==> config.mk <==
export PLATFORM = sky130hd
export DESIGN_NAME = wdpd_watchdog
export DESIGN_NICKNAME = d
export VERILOG_FILES = /design/src/wdpd_pkg.sv /design/src/wdpd_watchdog.sv
export VERILOG_INCLUDE_DIRS = /design/src
export SDC_FILE = /design/constraint.sdc
export NUM_CORES = 1
export LEC_CHECK = 0
export BUFFER_PORTS_ARGS = -buffer_cell sky130_fd_sc_hd__buf_2
export CAP_MARGIN = 10
export CELL_PAD_IN_SITES_DETAIL_PLACEMENT = 1
export CELL_PAD_IN_SITES_GLOBAL_PLACEMENT = 1
export CORE_MARGIN = 1.5
export CORE_UTILIZATION = 28
export CTS_BUF_LIST = sky130_fd_sc_hd__clkbuf_4 sky130_fd_sc_hd__clkbuf_8
export CTS_CLUSTER_SIZE = 10
export DETAILED_ROUTE_END_ITERATION = 16
export PLACE_DENSITY = 0.61
export SLEW_MARGIN = 30
export SYNTH_ARGS = -nofsm -noshare
export SYNTH_HDL_FRONTEND = slang
export SYNTH_SLANG_ARGS = --single-unit
==> constraint.sdc <==
create_clock -name clk_sys -period 3.5 [get_ports clk_sys]
set_clock_uncertainty 0.1 [all_clocks]
set_input_delay 0.525 -clock clk_sys [delete_from_list [all_inputs] [get_ports clk_sys]]
set_output_delay 0.525 -clock clk_sys [all_outputs]
set_load 0.03 [all_outputs]
==> src/wdpd_consts.svh <==
`ifndef WDPD_CONSTS_SVH
`define WDPD_CONSTS_SVH

// I/O decode: base ports step by 80h from 220h, register at base plus 3.
`define WDPD_IO_BASE_FIRST    10'h220
`define WDPD_IO_BASE_STEP     10'h080
`define WDPD_FACTOR_OFFSET    2'h3
`define WDPD_FIXED_PORT_A     10'h076
`define WDPD_FIXED_PORT_B     10'h077

// Memory window: 16KB at CC00:0 stepping by 16KB, upper 8KB is the bank.
`define WDPD_WIN_BASE_FIRST   20'hcc000
`define WDPD_WIN_STEP         20'h04000
`define WDPD_WIN_HALF         20'h02000

// Factor codes.
`define WDPD_FACTOR_OFF       8'h00
`define WDPD_FACTOR_MIN       8'h80
`define WDPD_FACTOR_MAX       8'h87

// Time-out table: code 80h gives 3 s, code 8xh gives 6 s times x.
`define WDPD_FIRST_SEC        3
`define WDPD_STEP_SEC         6

// Timebase.
`define WDPD_CLK_PERIOD_NS    10
`define WDPD_TICK_MS          100
`define WDPD_TICK_CYCLES      ((`WDPD_TICK_MS * 1000000) / `WDPD_CLK_PERIOD_NS)
`define WDPD_TICKS_PER_SEC    (1000 / `WDPD_TICK_MS)
`define WDPD_PULSE_US         10
`define WDPD_PULSE_CYCLES     ((`WDPD_PULSE_US * 1000) / `WDPD_CLK_PERIOD_NS)
`define WDPD_BLINK_TICKS      5

`endif

==> src/wdpd_pkg.sv <==
`default_nettype none
package wdpd_pkg;

  typedef struct packed {
    logic       wr;
    logic [9:0] addr;
    logic [7:0] data;
  } wdpd_io_req_t;

  typedef struct packed {
    logic       disk_hit;
    logic [1:0] disk_index;
    logic       wd_hit;
    logic       fw_hit;
    logic       bank_hit;
  } wdpd_decode_t;

  typedef enum logic [1:0] {
    WDPD_IDLE,
    WDPD_ARMED,
    WDPD_FIRING
  } wdpd_state_t;

endpackage
`default_nettype wire

==> src/wdpd_watchdog.sv <==
// Overview of operation
// - Factor register at base+3, plus 76h/77h low bases.
// - Two switches pick base 220h/2A0h/320h/3A0h.
// - Four ports: three disk, fourth watchdog.
// - Factor 84h enables a 24 second time-out.
// - New factor accepted except during the reset pulse, new period applies.
// - Writing 00h disables the timer.
// - Reset output drives host reset header.
// - 16KB window: firmware low, bank high.
// - Two switches place window CC00/D000/D400/D800.
// - Factors 80h-87h map 3 to 42 seconds.
// - Watchdog disabled after every system reset.
// - Factor write clears count; expiry emits reset.
// - LED blinks while the watchdog counts.
`timescale 1ns/100ps
`include "wdpd_consts.svh"
`default_nettype none
module wdpd_watchdog
  import wdpd_pkg::*;
#(
  parameter int TICK_CYCLES  = `WDPD_TICK_CYCLES,
  parameter int PULSE_CYCLES = `WDPD_PULSE_CYCLES
) (
  input  wire logic         clk_sys,
  input  wire logic         rst_n,
  input  wire wdpd_io_req_t io_req,
  input  wire logic [19:0]  mem_addr,
  input  wire logic         base_select_low,
  input  wire logic         base_select_high,
  input  wire logic         window_select_low,
  input  wire logic         window_select_high,
  output wdpd_decode_t      decode,
  output logic              reset_output_header,
  output logic              activity_led_header,
  output logic              wd_armed
);

  localparam int NFACT = 8;

  wdpd_state_t  state_reg, state_next;
  logic [31:0]  presc_reg, presc_next;
  logic [15:0]  cnt_reg, cnt_next;
  logic [15:0]  limit_reg, limit_next;
  logic [15:0]  pulse_reg, pulse_next;
  logic [3:0]   blink_reg, blink_next;
  logic         led_reg, led_next;
  logic         rst_out_reg, rst_out_next;
  logic [9:0]   io_base;
  logic [19:0]  win_base;
  logic         fixed_port;
  logic         wr_factor, factor_valid, factor_off, tick;
  logic [15:0]  limit_tbl [NFACT];

  // Time-out lengths in ticks, one entry per factor code.
  genvar gi;
  generate
    for (gi = 0; gi < NFACT; gi++) begin : g_tbl
      localparam int SEC = (gi == 0) ? `WDPD_FIRST_SEC
                                     : `WDPD_STEP_SEC * gi;
      assign limit_tbl[gi] = 16'(SEC * `WDPD_TICKS_PER_SEC);
    end
  endgenerate

  always_comb begin
    io_base  = `WDPD_IO_BASE_FIRST
             + 10'({base_select_high, base_select_low})
             * `WDPD_IO_BASE_STEP;
    win_base = `WDPD_WIN_BASE_FIRST
             + 20'({window_select_high, window_select_low})
             * `WDPD_WIN_STEP;
    // The two low bases also answer at 76h and 77h.
    fixed_port = !base_select_high
               && (io_req.addr == `WDPD_FIXED_PORT_A
                   || io_req.addr == `WDPD_FIXED_PORT_B);
    decode.disk_index = io_req.addr[1:0];
    decode.disk_hit   = io_req.addr[9:2] == io_base[9:2]
                      && io_req.addr[1:0] != `WDPD_FACTOR_OFFSET;
    decode.wd_hit     = (io_req.addr[9:2] == io_base[9:2]
                         && io_req.addr[1:0] == `WDPD_FACTOR_OFFSET)
                      || fixed_port;
    decode.fw_hit     = mem_addr[19:14] == win_base[19:14]
                      && !mem_addr[13];
    decode.bank_hit   = mem_addr[19:14] == win_base[19:14]
                      && mem_addr[13];
  end

  always_comb begin
    wr_factor    = io_req.wr && decode.wd_hit;
    factor_valid = io_req.data >= `WDPD_FACTOR_MIN
                && io_req.data <= `WDPD_FACTOR_MAX;
    factor_off   = io_req.data == `WDPD_FACTOR_OFF;
    tick         = presc_reg == 32'(TICK_CYCLES - 1);
    state_next   = state_reg;
    presc_next   = tick ? 32'h0 : presc_reg + 32'h1;
    cnt_next     = cnt_reg;
    limit_next   = limit_reg;
    pulse_next   = pulse_reg;
    blink_next   = blink_reg;
    led_next     = 1'b0;
    rst_out_next = 1'b0;
    unique case (state_reg)
      WDPD_IDLE, WDPD_ARMED: begin
        if (state_reg == WDPD_ARMED && tick) begin
          if (cnt_reg == limit_reg - 16'h1) begin
            state_next   = WDPD_FIRING;
            pulse_next   = 16'h0;
            rst_out_next = 1'b1;
          end else begin
            cnt_next = cnt_reg + 16'h1;
          end
          blink_next = (blink_reg == 4'(`WDPD_BLINK_TICKS - 1))
                     ? 4'h0 : blink_reg + 4'h1;
        end
        // A write in the same cycle as expiry wins: the host did re-arm.
        if (wr_factor && factor_valid) begin
          state_next   = WDPD_ARMED;
          limit_next   = limit_tbl[io_req.data[2:0]];
          cnt_next     = 16'h0;
          presc_next   = 32'h0;
          rst_out_next = 1'b0;
        end else if (wr_factor && factor_off) begin
          state_next   = WDPD_IDLE;
          rst_out_next = 1'b0;
        end
        if (state_next == WDPD_ARMED) begin
          led_next = (tick && blink_reg == 4'(`WDPD_BLINK_TICKS - 1))
                   ? !led_reg : led_reg;
        end
      end
      WDPD_FIRING: begin
        // Writes are ignored until the pulse is complete.
        rst_out_next = 1'b1;
        pulse_next   = pulse_reg + 16'h1;
        if (pulse_reg == 16'(PULSE_CYCLES - 1)) begin
          state_next   = WDPD_IDLE;
          rst_out_next = 1'b0;
        end
      end
    endcase
  end

  always_ff @(posedge clk_sys) begin
    if (!rst_n) begin
      state_reg   <= WDPD_IDLE;
      presc_reg   <= 32'h0;
      cnt_reg     <= 16'h0;
      limit_reg   <= 16'h0;
      pulse_reg   <= 16'h0;
      blink_reg   <= 4'h0;
      led_reg     <= 1'b0;
      rst_out_reg <= 1'b0;
    end else begin
      state_reg   <= state_next;
      presc_reg   <= presc_next;
      cnt_reg     <= cnt_next;
      limit_reg   <= limit_next;
      pulse_reg   <= pulse_next;
      blink_reg   <= blink_next;
      led_reg     <= led_next;
      rst_out_reg <= rst_out_next;
    end
  end

  assign reset_output_header = rst_out_reg;
  assign activity_led_header = led_reg;
  assign wd_armed            = state_reg == WDPD_ARMED;

  logic [15:0] high_len;
  always_ff @(posedge clk_sys) begin
    if (!rst_n) high_len <= 16'h0;
    else if (rst_out_reg) high_len <= high_len + 16'h1;
    else high_len <= 16'h0;
  end
endmodule
`default_nettype wire

### After elaboration in Yosys (flattened, before gate mapping)

Memories as Yosys holds them, arrays and structs flattened. A register that Yosys moved wholly into a read port is not among the register bits.
Cells that the tools add are included.
Widths: inputs -> output; s select.

| word-level totals | value |
|---|---|
| register bits after elaboration | 72 |
| memory bits (read-only) | 128 |
| input bits | 45 |
| output and inout port bits | 9 |
| word-level logic and storage cells | 84 |
| memories | 1 |

| operators by class | value |
|---|---|
| add/subtract/negate cells | 7 |
| $lt $le $gt $ge | 2 |
| equal/unequal tests | 17 |
| mux-type cells | 23 |
| bitwise operators | 1 |
| reduce and logical (&&, ||, !) cells | 26 |

Memory list:

| name | words | width | read ports | clocked after memory_dff | write ports | line | source |
|---|---|---|---|---|---|---|---|
| (name not given) | 8 | 16 | 1 | 1 | 0 | wdpd_watchdog.sv:117 | `limit_next = limit_tbl[io_req.data[2:0]];` |

Operators with widths:

| kind | number |
|---|---|
| $mux 32 | 3 |
| $mux 16 | 5 |
| $add 16x1->16 const B | 2 |
| $add 32x1->32 const B | 1 |
| $eq 32x24->1 const B | 1 |
| $pmux 16 s2 | 1 |
| $add 19x17->20 const A | 1 |
| $eq 10x7->1 const B | 2 |
| $eq 16x10->1 const B | 1 |
| $eq 16x16->1 | 1 |
| $sub 16x1->16 const B | 1 |
| $mux 2 | 6 |
| $logic_and 1x1->1 | 11 |
| $add 10x9->10 const A | 1 |
| $eq 8x8->1 | 1 |
| $ge 8x8->1 const B | 1 |
| $le 8x8->1 const B | 1 |
| $logic_not 8->1 | 1 |
| $ne 2x2->1 const B | 4 |
| $eq 6x6->1 | 1 |
| $reduce_and 2->1 | 3 |
| $reduce_and 3->1 | 2 |
| $mux 1 | 5 |
| $add 4x1->4 const B | 1 |
| other kinds (13) | 19 |

### Logic depth before layout (Yosys ltp)

Gate-level depths: netlist (run 1).

| logic depth | value |
|---|---|
| depth after elaboration | 11 |
| mapped depth | 10 |
| mapped depth without buffers | 9 |

### Worst setup path after synthesis (run 1)

No wires, ideal clock.

| timing path | value |
|---|---|
| kind | register to register |
| from | register limit_reg[1] |
| to | register pulse_reg[10] |
| library setup time | 0.070 ns |
| data arrival time | 2.723 ns |
| required time | 3.330 ns |
| setup slack | 0.607 ns |
| stages on the path, launching flop included | 9 |
| buffers on the path | 1 |
| period minus slack after synthesis | 2.893 ns |
| path through | dfxtp_1 or4_1 or3_1 a211o_1 nor4_4 a21oi_2 clkbuf_1 or4_1 a21oi_1 |

| on the way | value |
|---|---|
| word-level cells in the longest chain between the ends | 4 |

RTL lines:

| item | line | source |
|---|---|---|
| start: declaration | wdpd_watchdog.sv:43 | `logic [15:0] limit_reg, limit_next;` |
| $sub 16x1->16 | wdpd_watchdog.sv:104 | `if (cnt_reg == limit_reg - 16'h1) begin` |
| $eq 16x16->1 | wdpd_watchdog.sv:104 |  |
| $ne 2x2->1 (no line) | n/a |  |
| $reduce_and 2->1 (no line) | n/a |  |
| end signal: assignment | wdpd_watchdog.sv:157 | `pulse_reg <= pulse_next;` |
| end: declaration | wdpd_watchdog.sv:44 | `logic [15:0] pulse_reg, pulse_next;` |

Every way passes these cells.
A chain may end at the register's enable or synchronous reset.

### Worst setup path after layout (run 1)

| timing path | value |
|---|---|
| from | register limit_reg[1] |
| to | register pulse_reg[14] |

Same word-level chain as after synthesis.

==> impl_metrics.tcl, run 1 <==
set metrics [dict create \
    status "completed" \
    grt_max_degree 32 \
    placementRows 45 \
    layout-drive-gt1-share_pct 11.9 \
    start_util_pct 28.7 \
    cts_tree "yes" \
    final_common_cell "dfxtp_1" \
    worstReg2RegEnd "pulse_reg[14]" \
    fin_crit_sh_pct 91.9 \
    worstSetupPathType "reg -> reg" \
    report.final.slew_viol_count 0 \
    synthCells 544 \
    rr_startpoint "limit_reg[1]" \
    whs_path_depth 2 \
    synth_fp_nets 601 \
    grt_pass1_wl_um 19300 \
    largest_reg_flops 32 \
    worstHoldPathType "reg -> reg" \
    cts_buffer_depth 2 \
    min_period_ps 3220 \
    clock_sinks 80 \
    yosysWarnings 0 \
    dieArea_sq_um 16400 \
    postSynth.asyncResetShare_pct 0 \
    dp_cells 784 \
    hp-start "blink_reg[3]" \
    viasPerCell 4.99 \
    irDropWorstVdd_uv 171 \
    cts_root_buffer "clkbuf_8" \
    routed_wl_um 11100 \
    cts_buffers 9 \
    io_pins 54 \
    endpoint_kind "flop" \
    num_vias 3993 \
    finalSetupViolCount 0 \
    synth_edf_count 0 \
    area_delta_synth_final_pct 15.4 \
    drv_cap 0 \
    holdPathEnd "blink_reg[3]" \
    post_cts_buffers 0 \
    cts.clk_slew.worst_paths_ps 90 \
    synthFlopType "dfxtp_1" \
    die_y_um 128 \
    ys_seq_elements 80 \
    reg2reg_slack_ps 280 \
    power_density_nw_per_um2 358 \
    hpwl_um 8130 \
    die_w_um 128 \
    htree_levels 3 \
    grtUsageTotal_pct 14.5 \
    rsz0062_at_grt "false" \
    yosysSeqAreaShare_pct 36.5 \
    ctsHoldBuffers 0 \
    layout_common_cells "80 x dfxtp_1, 65 x nand2_1, 58 x nor2_1" \
    port_buffers 40 \
    worstPathRequired_ps 3690 \
    start_kind "flop" \
    tightest_slew_ps 637 \
    p_leak_nw 2.00 \
    cp_max_fo 30 \
    antenna_found_initial 0 \
    nNetsFinal 641 \
    gp_congestion 0.758 \
    grt_pass1_vias 4062 \
    syn_area_sq_um 4390 \
    stdcell_count 800 \
    wl_per_cell_um 13.9 \
    drt-pass1-iter-count 4 \
    coreArea_sq_um 15300 \
    post_cts_resized 0 \
    relSlewSlack_pct 57.4 \
    clk_latency_ps 360 \
    worstPathArrival_ps 3410 \
    drtAntennaViolNets 0 \
    rr_worst_depth 7 \
    syn_avg_cell_area_sq_um 8.06 \
    diodes 0 \
    fin_setup_tns_ps 0 \
    ys_types 46 \
    route.detailed.drc 0 \
    hold_viol 0 \
    drtIter0Drc 178 \
    grt_remaining_overflow 0 \
    max_freq_mhz 311 \
]
## through the flow
step           util (%)  cell area, sq um  hold WS [ps]  setup slack (ps)  power [mW]
2_1_floorplan         -              4390           342               607        1.01
6_report           33.2              5060           382               282        1.81
5_1_grt            33.2              5060           429               124        1.88
4_1_cts            33.1              5060           384               186        1.84
3_3_place_gp       31.7              4830           365               338        1.04
3_5_place_dp       31.7              4830           370               213        1.05
## critical path, cell delays in order (launching register included)
cell and delay [ps]:
dfxtp_1 380, or4_1 560, or3_1 330, a211o_1 330
nor4_4 450, a21oi_4 270, or4_1 570, a21oi_1 150
## cells in the mapped netlist, types with 3 or more instances
cell | number | area [sq um]
nand4_1 | 14 | 87.6
or3_1 | 10 | 62.6
dfxtp_1 | 80 | 1600
nor2b_1 | 7 | 43.8
o31ai_1 | 4 | 30.0
and2_1 | 9 | 56.3
and4_1 | 5 | 43.8
nor4b_1 | 6 | 52.6
inv_1 | 16 | 60.1
mux2i_1 | 14 | 140
nor4_1 | 11 | 68.8
or4_1 | 8 | 60.1
nand2b_1 | 16 | 100
ha_1 | 12 | 150
a21oi_1 | 19 | 95.1
nor2_1 | 58 | 218
or2_2 | 3 | 18.8
o21ai_0 | 17 | 85.1
nand3_1 | 40 | 200
nand3b_1 | 4 | 30.0
nor4bb_1 | 3 | 30.0
a21boi_0 | 8 | 60.1
nand2_1 | 65 | 244
and3_1 | 14 | 87.6
xnor2_1 | 19 | 166
o21a_1 | 3 | 22.5
o211a_1 | 3 | 30.0
clkbuf_1 | 17 | 63.8
a211o_1 | 3 | 26.3
nor3_1 | 10 | 50.1
xor2_1 | 25 | 219
## cells by family (layout without fill, tap and decap cells)
kind of cell	count (synthesis)	in the layout	share of synthesized area, %
AO/OA/AOI/OAI	68	68	9.95
multiplexers	14	14	3.19
adder cells (fa/ha/maj)	12	12	3.42
AND/OR/NAND/NOR	291	291	35.0
buffers and inverters	35	80	3.17
XOR/XNOR	44	44	8.78
flip-flops	80	80	36.5
## layer usage
metal  vias up  wire length, um  GRT usage [%]
li1       1987                -              -
met1      1938             5300           18.5
met2        58             5340           25.1
met3        10              313           2.25
met4         0              142           4.56
met5         -                0              0
## worst max path at each step
stage,from,to,slack [ps],cells after the start
2_1_floorplan,limit_reg[1],pulse_reg[10],610,8
3_3_place_gp,limit_reg[1],pulse_reg[8],340,7
3_5_place_dp,limit_reg[1],pulse_reg[14],210,7
4_1_cts,limit_reg[1],pulse_reg[14],190,7
5_1_grt,limit_reg[1],pulse_reg[14],120,7
6_report,limit_reg[1],pulse_reg[14],280,7
## layout make-up
| cell class | instances | area (sq um) |
|---|---|---|
| repair buffers | 48 | 260 |
| multi-input cells | 429 | 2650 |
| clock inverters | 6 | 92.6 |
| clock buffers | 10 | 131 |
| fillers | 1878 | 10200 |
| flip-flops and latches | 80 | 1600 |
| well taps | 211 | 264 |
| inverters | 16 | 60.1 |
## power breakdown
part | total (mW) | switching (mW) | internal [mW]
Combinational | 0.0993 | 0.0611 | 0.0382
Sequential | 0.924 | 0.00896 | 0.915
Clock | 0.787 | 0.372 | 0.415
Total | 1.81 | 0.442 | 1.37
Power figures use the tool's default switching activity.
==> run 2, diff against run 1 <==
--- a/config.mk
+++ b/config.mk
@@ -11,11 +11,11 @@
 export CELL_PAD_IN_SITES_DETAIL_PLACEMENT = 1
 export CELL_PAD_IN_SITES_GLOBAL_PLACEMENT = 1
 export CORE_MARGIN = 1.5
-export CORE_UTILIZATION = 28
+export CORE_UTILIZATION = 45
 export CTS_BUF_LIST = sky130_fd_sc_hd__clkbuf_4 sky130_fd_sc_hd__clkbuf_8
 export CTS_CLUSTER_SIZE = 10
 export DETAILED_ROUTE_END_ITERATION = 16
-export PLACE_DENSITY = 0.61
+export PLACE_DENSITY = 0.87
 export SLEW_MARGIN = 30
 export SYNTH_ARGS = -nofsm -noshare
 export SYNTH_HDL_FRONTEND = slang
==> impl_metrics.tcl, run 2 (synthesis gave the netlist of run 1 again) <==
set metrics [dict create \
    status "completed" \
    path_cells "or4_1 > or3_1 > a211o_1 > nor4_4 > a21oi_2 > buf_4 > or3_1 > a21oi_1" \
    worstPathArrival_ps 3480 \
    final_common_cell "dfxtp_1" \
    hold_viol 0 \
    port_buffers 40 \
    cts.clk_slew.worst_paths_ps 90 \
    cts_buffer_depth 2 \
    p_leak_nw 2.00 \
    power_density_nw_per_um2 352 \
    layout_common_cells "80 x dfxtp_1, 65 x nand2_1, 58 x nor2_1" \
    tightest_slew_ps 739 \
    irDropWorstVdd_uv 189 \
    drtIter0Drc 123 \
    post_cts_buffers 0 \
    fin_setup_tns_ps 0 \
    relSlewSlack_pct 50.7 \
    cpMostUsedCell "or3_1" \
    start_kind "flop" \
    worstPathRequired_ps 3700 \
    layout-drive-gt1-share_pct 12.2 \
    grt_remaining_overflow 0 \
    cp_top_family "simple AND/OR/NAND/NOR gates" \
    die_y_um 102 \
    start_util_pct 47.0 \
    cts_root_buffer "clkbuf_8" \
    fin_area_sq_um 4950 \
    gp_congestion 0.862 \
    grt_pass1_vias 4061 \
    slowest_stage "or4_1" \
    post_cts_resized 0 \
    worstSetupPathType "reg -> reg" \
    ctsHoldBuffers 0 \
    fin_crit_sh_pct 93.7 \
    worstHoldPathType "reg -> reg" \
    finalSetupViolCount 0 \
    dieArea_sq_um 10400 \
    clk_latency_ps 360 \
    fillers 1176 \
    min_period_ps 3280 \
    viasPerCell 5.53 \
    htree_levels 3 \
    grtUsageTotal_pct 22.2 \
    diodes 0 \
    drtAntennaViolNets 0 \
    path_depth 8 \
    grt_pass1_wl_um 18300 \
    max_freq_mhz 305 \
    placementRows 35 \
    holdWs_ps 377 \
    coreArea_sq_um 9330 \
    nNetsFinal 643 \
    largest_reg_flops 32 \
    area_delta_synth_final_pct 12.9 \
    max_stage_delay_ps 570 \
    final_util_pct 53.1 \
    rr_worst_depth 8 \
    path_buf_inv 1 \
    clock_sinks 80 \
    cts_tree "yes" \
    report.final.slew_viol_count 0 \
    grt_max_degree 32 \
    routed_wl_um 10800 \
    die_w_um 102 \
    cp_max_fo 20 \
    antenna_found_initial 0 \
    whs_path_depth 1 \
    wl_per_cell_um 15.0 \
    rsz0062_at_grt "false" \
    cts_buffers 9 \
    route.detailed.drc 0 \
    dpl_cell_area_sq_um 4740 \
    endpoint_kind "flop" \
    hpwl_um 7760 \
    io_pins 54 \
    drt-pass1-iter-count 4 \
    drv_cap 0 \
    num_vias 3984 \
]
==> run 2: power breakdown <==
part / switching (mW) / internal, mW / total (mW)
clock network: 0.359 / 0.364 / 0.723
logic: 0.0601 / 0.0394 / 0.0995
registers: 0.00812 / 0.915 / 0.923
total: 0.427 / 1.32 / 1.75
==> run 2: worst paths after layout <==
path	startpoint	slack [ps]	end
setup / recovery	limit_reg[1]	220	pulse_reg[5]
hold / removal	presc_reg[0]	380	presc_reg[0]
setup reg to reg	limit_reg[1]	220	pulse_reg[5]
hold reg to reg	presc_reg[0]	380	presc_reg[0]
==> run 2: final cells by class <==
class                   count  area [sq um]  share of cell area, %
flip-flops and latches     80          1600                   32.3
well taps                 129           161                   3.26
clock inverters             5          63.8                   1.29
repair buffers             50           275                   5.56
multi-input cells         429          2650                   53.4
clock buffers              11           145                   2.93
inverters                  16          60.1                   1.21
==> run 2: metrics by stage <==
step	total power [mW]	std cells	worst slack (ps)
after global placement	1.04	704	418
after global routing	1.82	720	99.8
final	1.75	720	220
after detailed placement	1.05	704	267
after floorplan	1.01	544	607
after CTS	1.77	720	247
==> run 2: metal layers <==
metal	wire length [um]	up-vias	global-route usage (%)
li1	-	2002	-
met1	4780	1915	24.9
met2	5550	51	40.9
met3	288	16	5.11
met4	166	0	8.12
met5	0	-	0
